$ cat src/pmt_pkg.sv
/*
 pmt_pkg: constants, register map and types for the period match timer.
 assumes one 20 MHz clock that stands for the instruction clock, and an AHB-Lite master.
*/
// Functional notes
// - timer runs only on instruction clock
// - count starts at zero, increments each tick
// - prescaler: pass, divide four, divide sixteen
// - compare count with period each tick
// - match returns count to zero next
// - postscaler ratio one to sixteen
// - postscaler completion sets latched match flag
// - interrupt only when flag and enable
// - count and period always read/writable
// - reset: count zero, period all ones
// - count or control write clears dividers
// - every device reset clears dividers
// - raw match drives pwm time base
// - match selectable as serial shift clock
// - sleep halts timer, keeps contents
`default_nettype none
package pmt_pkg;
   localparam logic [7:0] PMT_ADDR_COUNT   = 8'h00;
   localparam logic [7:0] PMT_ADDR_PERIOD  = 8'h04;
   localparam logic [7:0] PMT_ADDR_CONTROL = 8'h08;
   localparam logic [7:0] PMT_ADDR_FLAG    = 8'h0c;
   localparam logic [7:0] PMT_ADDR_CLEAR   = 8'h10;
   localparam logic [7:0] PMT_ADDR_ENABLE  = 8'h14;
   localparam logic [7:0] PMT_COUNT_RST    = 8'h00;
   localparam logic [7:0] PMT_PERIOD_RST   = 8'hff;
   localparam logic [7:0] PMT_CONTROL_RST  = 8'h00;
   localparam int PMT_PRE_LSB  = 0;
   localparam int PMT_ON_BIT   = 2;
   localparam int PMT_POST_LSB = 3;
   localparam int PMT_SPI_BIT  = 7;
   localparam int PMT_FLAG_BIT = 0;
   localparam logic [3:0] PMT_PRE_DIV4  = 4'h3;
   localparam logic [3:0] PMT_PRE_DIV16 = 4'hf;
   localparam logic [1:0] PMT_HTRANS_NONSEQ = 2'h2;
   localparam logic [1:0] PMT_HTRANS_SEQ    = 2'h3;

   typedef enum logic [0:0] {
      PMT_IDLE = 1'b0,
      PMT_DATA = 1'b1
   } pmt_phase_t;

   typedef struct packed {
      pmt_phase_t  phase;
      logic        wr;
      logic [7:0]  addr;
      logic [7:0]  count;
      logic [7:0]  period;
      logic [7:0]  control;
      logic [3:0]  pre_cnt;
      logic [3:0]  post_cnt;
      logic        flag;
      logic        enable;
      logic        match;
      logic [31:0] rdata;
   } pmt_state_t;

   typedef struct packed {
      logic match_raw;
      logic serial_clk;
   } pmt_out_t;
endpackage : pmt_pkg
`default_nettype wire

$ cat src/pmt_timer.sv
/*
 pmt_timer: 8-bit period match timer with prescaler, postscaler and ahb-lite slave.
 assumes MCLK is the instruction clock; SLEEP and the reset sources are
 synchronous to it (from core logic); RST is the power-on reset.
*/
`timescale 1ns/1ns
`default_nettype none
module pmt_timer
   import pmt_pkg::*;
(
   input  wire  logic        MCLK,
   input  wire  logic        RST,
   input  wire  logic        SOFT_RESET,
   input  wire  logic        SLEEP,
   input  wire  logic        HSEL,
   input  wire  logic [31:0] HADDR,
   input  wire  logic [1:0]  HTRANS,
   input  wire  logic        HWRITE,
   input  wire  logic [2:0]  HSIZE,
   input  wire  logic [31:0] HWDATA,
   input  wire  logic        HREADY,
   output logic [31:0]       HRDATA,
   output logic              HREADYOUT,
   output logic              HRESP,
   output logic              IRQ,
   output pmt_out_t          TIMER_OUT
);
   pmt_state_t s_q;
   pmt_state_t s_d;
   logic       ahb_go;
   logic       wr_count;
   logic       wr_ctrl;
   logic       tick;
   logic [3:0] pre_top;
   logic       post_done;

   function automatic logic [3:0] pre_limit(input logic [1:0] sel);
      case (sel)
         2'b00:   pre_limit = 4'h0;
         2'b01:   pre_limit = PMT_PRE_DIV4;
         default: pre_limit = PMT_PRE_DIV16;
      endcase
   endfunction : pre_limit

   assign ahb_go   = HSEL && HREADY && (HTRANS == PMT_HTRANS_NONSEQ || HTRANS == PMT_HTRANS_SEQ);
   assign wr_count = s_q.phase == PMT_DATA && s_q.wr && s_q.addr == PMT_ADDR_COUNT;
   assign wr_ctrl  = s_q.phase == PMT_DATA && s_q.wr && s_q.addr == PMT_ADDR_CONTROL;
   assign pre_top  = pre_limit(s_q.control[PMT_PRE_LSB +: 2]);
   // counting stops in sleep; registers keep their values
   assign tick     = s_q.control[PMT_ON_BIT] && !SLEEP && s_q.pre_cnt == pre_top;
   // postscaler completes this cycle, even when the flag is already set
   assign post_done = tick && s_q.count == s_q.period
                      && s_q.post_cnt == s_q.control[PMT_POST_LSB +: 4];

   always_comb begin
      s_d       = s_q;
      s_d.match = 1'b0;
      // prescaler
      if (s_q.control[PMT_ON_BIT] && !SLEEP) begin
         s_d.pre_cnt = tick ? 4'h0 : s_q.pre_cnt + 4'h1;
      end
      // counter and comparator
      if (tick) begin
         if (s_q.count == s_q.period) begin
            s_d.count = PMT_COUNT_RST;
            s_d.match = 1'b1;
            if (s_q.post_cnt == s_q.control[PMT_POST_LSB +: 4]) begin
               s_d.post_cnt = 4'h0;
               s_d.flag     = 1'b1;
            end else begin
               s_d.post_cnt = s_q.post_cnt + 4'h1;
            end
         end else begin
            s_d.count = s_q.count + 8'h01;
         end
      end
      // bus data phase: writes land here, one cycle after the address
      if (s_q.phase == PMT_DATA && s_q.wr) begin
         case (s_q.addr)
            PMT_ADDR_COUNT:   s_d.count   = HWDATA[7:0];
            PMT_ADDR_PERIOD:  s_d.period  = HWDATA[7:0];
            PMT_ADDR_CONTROL: s_d.control = HWDATA[7:0];
            PMT_ADDR_CLEAR: begin
               // a postscaler completion in the same cycle wins over the clear
               if (HWDATA[PMT_FLAG_BIT] && !post_done) begin
                  s_d.flag = 1'b0;
               end
            end
            PMT_ADDR_ENABLE:  s_d.enable  = HWDATA[PMT_FLAG_BIT];
            default: ;
         endcase
      end
      if (wr_count || wr_ctrl || SOFT_RESET) begin
         s_d.pre_cnt  = 4'h0;
         s_d.post_cnt = 4'h0;
      end
      if (SOFT_RESET) begin
         s_d.count   = PMT_COUNT_RST;
         s_d.period  = PMT_PERIOD_RST;
         s_d.control = PMT_CONTROL_RST;
         s_d.flag    = 1'b0;
         s_d.enable  = 1'b0;
         s_d.match   = 1'b0;
      end
      // address phase capture and read data
      s_d.phase = ahb_go ? PMT_DATA : PMT_IDLE;
      s_d.wr    = ahb_go && HWRITE;
      s_d.addr  = ahb_go ? HADDR[7:0] : 8'h00;
      s_d.rdata = 32'h0000_0000;
      if (ahb_go && !HWRITE) begin
         case (HADDR[7:0])
            PMT_ADDR_COUNT:   s_d.rdata = {24'h000000, s_q.count};
            PMT_ADDR_PERIOD:  s_d.rdata = {24'h000000, s_q.period};
            PMT_ADDR_CONTROL: s_d.rdata = {24'h000000, s_q.control};
            PMT_ADDR_FLAG:    s_d.rdata = {31'h0, s_q.flag};
            PMT_ADDR_ENABLE:  s_d.rdata = {31'h0, s_q.enable};
            default:          s_d.rdata = 32'h0000_0000;
         endcase
      end
   end

   always_ff @(posedge MCLK or posedge RST) begin
      if (RST) begin
         s_q         <= '0;
         s_q.phase   <= PMT_IDLE;
         s_q.count   <= PMT_COUNT_RST;
         s_q.period  <= PMT_PERIOD_RST;
         s_q.control <= PMT_CONTROL_RST;
      end else begin
         s_q <= s_d;
      end
   end

   // zero wait states; hsize ignored, word access assumed
   assign HRDATA    = s_q.rdata;
   assign HREADYOUT = 1'b1;
   assign HRESP     = 1'b0;
   assign IRQ       = s_q.flag && s_q.enable;
   assign TIMER_OUT.match_raw  = s_q.match;
   // gated so the serial port sees no stray edges when not selected
   assign TIMER_OUT.serial_clk = s_q.match && s_q.control[PMT_SPI_BIT];
endmodule : pmt_timer
`default_nettype wire

$ cat config.mk
export PLATFORM = sky130hd
export DESIGN_NAME = pmt_timer
export DESIGN_NICKNAME = d
export VERILOG_FILES = /design/src/pmt_pkg.sv /design/src/pmt_timer.sv
export SDC_FILE = /design/constraint.sdc
export NUM_CORES = 1
export LEC_CHECK = 0
export ABC_AREA = 1
export BUFFER_PORTS_ARGS = -buffer_cell sky130_fd_sc_hd__buf_4
export CAP_MARGIN = 20
export CORE_MARGIN = 10
export CORE_UTILIZATION = 55
export CTS_BUF_LIST = sky130_fd_sc_hd__clkbuf_4 sky130_fd_sc_hd__clkbuf_8
export DETAILED_ROUTE_END_ITERATION = 10
export PLACE_DENSITY = 0.87
export SLEW_MARGIN = 0
export SYNTH_ARGS = -nofsm -noshare
export SYNTH_HDL_FRONTEND = slang
export SYNTH_SLANG_ARGS = --single-unit
$ cat constraint.sdc
create_clock -name MCLK -period 2.5 [get_ports MCLK]
set_input_delay 0.125 -clock MCLK [delete_from_list [all_inputs] [get_ports MCLK]]
set_output_delay 0.125 -clock MCLK [all_outputs]
set_load 0.05 [all_outputs]
==> results of run 1 <==
registers in the layout (all words and copies together) (netlist names):
signal     cells
TIMER_OUT      1
s_q           44
HRDATA         8
worst min-delay path, stage by stage:
cell and delay (ps):
buf_4 110, inv_1 50, nor2_1 40
kinds of logic after synthesis:
logic type,after synthesis,synth area share [%]
fa+ha+maj,3,1.20
flops,53,42.6
compound gates,54,9.57
mux,3,1.08
simple gates,179,25.4
other cells,2,0.239
xor+xnor,13,3.63
buf+inv,97,16.2
layer usage:
layer,up-vias,wire length (µm)
li1,1275,-
met1,1182,2730
met2,119,3670
met3,11,731
met4,0,93
met5,-,0
per-stage QoR:
stage          total power, mW  setup WS, ps  std cells  util [%]
5_1_grt                   1.68           421        507      62.2
3_3_place_gp              1.12           659        497      59.9
2_1_floorplan             1.10          1100        428         -
3_5_place_dp              1.13           626        497      59.9
4_1_cts                   1.61           600        505      61.6
6_report                  1.61           614        507      62.2
worst min path at each step:
stage	endpoint	slack [ps]	depth (start not counted)	start
after floorplan	s_q[67]	230	2	HADDR[0]
after global placement	s_q[68]	360	3	HADDR[1]
after global routing	s_q[67]	20	3	HADDR[0]
final	s_q[68]	30	3	HADDR[1]
after detailed placement	s_q[68]	370	3	HADDR[1]
after CTS	s_q[68]	30	3	HADDR[1]
area by class of cell:
class,instances,area share [%]
multi-input cells,278,40.3
flip-flops and latches,53,39.0
repair buffers,38,8.77
inverters,58,6.50
well taps,72,2.63
clock buffers,5,2.01
clock inverters,3,0.731
power by group through the flow:
stage	combinational, mW	clock [mW]	sequential, mW
finish	0.220	0.497	0.898
global route	0.239	0.542	0.900
CTS	0.213	0.504	0.897
detailed placement	0.212	0	0.913
global placement	0.209	0	0.912
floorplan	0.190	0	0.909
cell usage in the layout (no fill, tap or decap), types with 2 or more instances in the layout:
cell type	n
nand2_1	93
inv_1	53
dfrtp_1	45
nor2_1	39
buf_4	36
conb_1	26
nand3_1	25
o21ai_0	21
a21oi_1	13
xnor2_1	11
nand4_1	8
dfstp_2	8
a31oi_1	6
o21ai_1	5
clkbuf_8	5
inv_2	4
nand2_2	3
mux2_2	3
nand3_2	3
o22ai_1	3
ha_1	3
o21ai_2	2
nor3_1	2
nor2_2	2
clkinv_4	2
xor2_1	2
==> flow_summary.toml, run 1 <==
[drt]
vias_per_cell = 5.10
ant_nets = 0
wl_per_cell_um = 14.3
drt-total-wl_mm = 7.23
drc = 0
drt_iter0_markers = 238
first_pass_iters = 5
dr_total_vias = 2587

[timing]
slew_viol_final = 0
relSlewSlack_pct = 48.5
fin_crit_ps = 1890
setup_tns_ps = 0
setup_viol = 0
hold_viol = 0
max_freq_ghz = 0.530
worst_slew_pin_slew_ps = 766
post-route-period-util_pct = 75.4
whs_ps = 31.2
clock_skew_ps = 13.2
rsz0062_at_grt = "false"

[floorplan]
start_util_pct = 57.0
die_w_um = 95.5
core_um2 = 5510
io_pins = 113
die_h_um = 95.5
die-area_um2 = 9120
rows = 27

[finish]
syn_to_final_growth_pct = 9.17
nets = 513
fin_area_um2 = 3420
final_layout_size_suffix_gt1_share_pct = 17.2
fill_cells = 472
antenna_cells = 0
register_area_um2 = 1340
multi_input_area_um2 = 1380

[synth]
synthCells = 404
dominantRegCellSynth = "dfrtp_1"
yosys_warnings = 0
ys_types = 36
synthMostInstantiatedCell = "nand2_1"
synthDominantCellAreaShare_pct = 35.9
synthTopCellsByCount = "nand2_1, inv_1, dfrtp_1"
synth_seq_cells = 53
synthArstFlopShare_pct = 100
synth_edf_count = 0
synth_area_leaders = "dfrtp_1, nand2_1, buf_4"
yosysSeqAreaShare_pct = 42.6
synth_area_leader_cell = "dfrtp_1"
synth_area_per_cell_um2 = 7.76
syn-cell-area_um2 = 3140

[cts]
clk_latency_ps = 310
postCtsSetupBuffers = 0
cts_tree = "yes"
cts_resized = 0
ctsHoldBuffers = 0
cts_max_level = 2
cts_buffer_depth = 2
cts_root_buffer = "clkbuf_8"
cts_sinks = 53
clk_pin_slew_ps = 100
cts-buffers-inserted = 5

[placement]
dp_hpwl_mm = 5.70
place_congestion = 0.888
io_buffers = 34
placed_area_um2 = 3300

[setup_path]
slowest_delay_ps = 470
endpoint_kind = "register"
critical_path_arrival_ps = 2090
r2r_end = "s_q[37]"
crit_top_cell = "nand2_1"
critPathMaxFanout = 11
r2r_slack_ps = 610
crit_cells = 10
r2r-start = "s_q[44]"
start_kind = "register"
critPathSlowestCell = "dfrtp_1"
cp_num_buf_inv = 2
cp.required_ps = 2700
critical_path.startpoint = "s_q[44]"
critical_path.top_delay_family = "simple AND/OR/NAND/NOR gates"
path_cells = "inv_1 > nand2_1 > nand2_1 > nand3_2 > nor2_4 > nand3_2 > nand2_1 > inv_1 > nand3_1 > o21ai_1"
crit_type = "reg2reg"
worstSetupEndpoint = "s_q[37]"
reg2regPathDepth = 10

[global_routing]
grt_pass1_wl_mm = 11.8
grt_usage_pct = 16.0
grt_use_met1_pct = 18.4
grt_pass1_vias = 2515
antenna_found_initial = 0
grt.busiest_layer = "met2"
grt_overflow = 0
met3_usage_pct = 3.93
grt_max_degree = 51
grt_use_met2_pct = 28.4

[power]
leakage_nw = 1.68
power.switching_mw = 0.473
vdd_drop_max_uv = 248
power.density_nw_per_um2 = 471
pwr-share-comb_pct = 13.6
seqPwrFrac_pct = 55.6
clkPwrFrac_pct = 30.8
power_switching_share_pct = 29.3
p_int_mw = 1.14

[status]
status = "finished, final reports clean"

[flow_run]
drv_cap = 0

[worst_hold_path]
hold_class = "in2reg"
Power figures use the tool's default switching activity.
==> run 2, diff against run 1 <==
--- a/config.mk
+++ b/config.mk
@@ -5,14 +5,14 @@
 export SDC_FILE = /design/constraint.sdc
 export NUM_CORES = 1
 export LEC_CHECK = 0
-export ABC_AREA = 1
+export ABC_AREA = 0
 export BUFFER_PORTS_ARGS = -buffer_cell sky130_fd_sc_hd__buf_4
 export CAP_MARGIN = 20
 export CORE_MARGIN = 10
-export CORE_UTILIZATION = 55
+export CORE_UTILIZATION = 46
 export CTS_BUF_LIST = sky130_fd_sc_hd__clkbuf_4 sky130_fd_sc_hd__clkbuf_8
 export DETAILED_ROUTE_END_ITERATION = 10
-export PLACE_DENSITY = 0.87
+export PLACE_DENSITY = 0.78
 export SLEW_MARGIN = 0
 export SYNTH_ARGS = -nofsm -noshare
 export SYNTH_HDL_FRONTEND = slang
==> constraint.sdc (replaced) <==
create_clock -name MCLK -period 1.7 [get_ports MCLK]
set_input_delay 0.085 -clock MCLK [delete_from_list [all_inputs] [get_ports MCLK]]
set_output_delay 0.085 -clock MCLK [all_outputs]
set_load 0.05 [all_outputs]
==> run 2 against run 1 <==
Net effect:
- the flow now finishes with violations (setup timing)
- register-to-register slack worse by 880 ps
- design area up 22%
- sequential power up 41%
- fmax down 3.9%
- first-iteration DRC count down 29%
- critical path type unchanged
- largest cell class unchanged
- flip-flop and latch count unchanged
- highest routed layer unchanged
- count of clock-buffer cells in the layout up 2
- synthesized area down 2.9%
- worst hold slack worse by 27 ps
- routed wire length up 19%
==> flow_summary.toml, run 2 <==
[synth]
synthDominantCellAreaShare_pct = 37.0
dominantRegCellSynth = "dfrtp_1"
synthCells = 320
syn-cell-area_um2 = 3050
synth_top_family_by_area = "simple AND/OR/NAND/NOR gates"
synth_area_per_cell_um2 = 9.52
synthArstFlopShare_pct = 100
synthAdderAreaFrac_pct = 1.23
synthMostInstantiatedCell = "dfrtp_1"
yosysSeqAreaShare_pct = 43.9
synth_area_leader_cell = "dfrtp_1"
synthTopCellsByCount = "dfrtp_1, buf_4, a21oi_1"
synth_seq_cells = 53
synth_edf_count = 0
synth_xor_area_share_pct = 4.89
synthSimpleGateAreaFrac_pct = 21.2
synth_mux_area_share_pct = 3.70
yosys_warnings = 0
synth_area_leaders = "dfrtp_1, buf_4, dfstp_2"
ys_types = 49
synth_compound_area_share_pct = 13.5

[drt]
drc = 0
dr_total_vias = 2679
ant_nets = 0
first_pass_iters = 4
drt_iter0_markers = 170
drt-total-wl_mm = 8.62
vias_per_cell = 5.57
wl_per_cell_um = 17.9

[timing]
max_freq_ghz = 0.510
fin_crit_ps = 1960
post-route-period-util_pct = 115
hold_viol = 0
clock_skew_ps = 7.38
setup_viol = 33
setup_tns_ps = -2850
rsz0062_at_grt = "true"
slew_viol_final = 0
setup_ws_ps = -262

[cts]
clk_latency_ps = 310
cts_max_level = 2
cts_buffer_depth = 2
cts_tree = "yes"
cts_root_buffer = "clkbuf_8"
clk_pin_slew_ps = 90
cts_sinks = 53
cts-buffers-inserted = 5

[finish]
syn_to_final_growth_pct = 37.6
fin_area_um2 = 4190
final_layout_size_suffix_gt1_share_pct = 41.8
largest_register = "s_q"
final_common_cell = "buf_4"
antenna_cells = 0
layoutNonFillerInstCount = 481
largest_reg_flops = 44
nets = 482
fill_cells = 488
final_cell_mix = "buf_4, dfrtp_1, conb_1"

[global_routing]
grt_use_met2_pct = 28.0
grt_pass1_vias = 2711
antenna_found_initial = 0
grt_pass1_wl_mm = 13.3
grt_max_degree = 54
met3_usage_pct = 4.90
grt_usage_pct = 16.0
grt_overflow = 0
grt.busiest_layer = "met2"
grt_use_met1_pct = 18.5

[power]
power.density_nw_per_um2 = 569
leakage_nw = 1.87
vdd_drop_max_uv = 472

[setup_path]
r2r-start = "s_q[40]"
critical_path.startpoint = "s_q[40]"
r2r_slack_ps = -260
reg2regPathDepth = 5
cp.required_ps = 1940
crit_type = "reg2reg"
critical_path_arrival_ps = 2210
critPathMaxFanout = 8
r2r_end = "s_q[37]"
start_kind = "register"
endpoint_kind = "register"

[status]
status = "finished with violations"
violations = "setup timing"

[placement]
placed_area_um2 = 3590
post-place-ws_ps = -218
place_congestion = 0.979
dp_hpwl_mm = 5.63
numPlacedInstances = 454
io_buffers = 34

[worst_hold_path]
min-delay-start = "HADDR[4]"
hold-path-endpoint = "s_q[71]"
hold_class = "in2reg"
hold_depth = 2

[floorplan]
start_util_pct = 47.7
io_pins = 113
die_w_um = 101
core_um2 = 6390
die_h_um = 101
die-area_um2 = 10300
rows = 29

[flow_run]
drv_cap = 0
run 2: cell count changes after synthesis, moves of 8 or more:
cell      delta
a211o_1      +8
a21oi_1     +15
and2_1      +12
clkbuf_1    +11
inv_1       -47
mux2i_1      +9
nand2_1     -74
nand3_1     -11
nor2_1      -13
nor2b_1     +11
o21ai_0     -17
xnor2_1      -8
xor2_1      +12
run 2: metrics by stage:
| step | total power, mW | util, % | hold slack [ps] |
|---|---|---|---|
| 2_1_floorplan | 1.55 | - | 211 |
| 3_5_place_dp | 1.59 | 56.2 | 164 |
| 5_1_grt | 2.46 | 65.6 | 5.15 |
| 6_report | 2.38 | 65.6 | 3.81 |
| 3_3_place_gp | 1.59 | 56.2 | 160 |
| 4_1_cts | 2.38 | 62.0 | 2.82 |
run 2: logic make-up after synthesis:
family,after synthesis
and+or+nand+nor,118
adders and majority gates,3
xor gates and xnor gates,17
muxes,10
other,2
buffers and inverters,57
AOI/OAI and AO/OA,60
DFF,53
run 2: worst max-delay path by stage:
| stage | endpoint | depth (start not counted) |
|---|---|---|
| 2_1_floorplan | s_q[37] | 5 |
| 3_3_place_gp | s_q[37] | 5 |
| 3_5_place_dp | s_q[63] | 6 |
| 4_1_cts | s_q[63] | 6 |
| 5_1_grt | s_q[37] | 5 |
| 6_report | s_q[37] | 5 |
run 2: power breakdown:
| part | internal (mW) | total (mW) | switching, mW |
|---|---|---|---|
| logic | 0.0953 | 0.339 | 0.244 |
| clock network | 0.369 | 0.772 | 0.403 |
| registers | 1.27 | 1.27 | 0.00403 |
| total | 1.73 | 2.38 | 0.651 |
run 2: worst max-delay path: stages, from the launching register on:
cell      delay, ps
dfrtp_1         390
or3_4           400
a211oi_4        290
o211ai_4        150
or4b_1          530
a21oi_2         150
run 2: cell type report:
class	count	area [µm²]	share of cell area, %
timing repair buffer	102	891	21.3
multi-input combinational	234	1740	41.5
inverter	7	26.3	0.627
clock buffer	7	96.3	2.30
tap	77	96.3	2.30
clock inverter	1	5.00	0.119
sequential	53	1340	31.9
run 2: timing repair:
action                                 4_1_cts  5_1_grt
hold buffers                                 7        0
buffers inserted                             7        6
setup endpoints to repair                   21       35
resized for setup                           27       48
gates cloned                                 1        0
endpoints found under the hold margin       51        0
pin swaps                                   37       33
run 2: routing by layer:
layer / wire, µm / part of all wire [%]
met5: 0 / 0
met4: 140 / 1.6
met2: 4440 / 51
met1: 3410 / 40
met3: 632 / 7.3
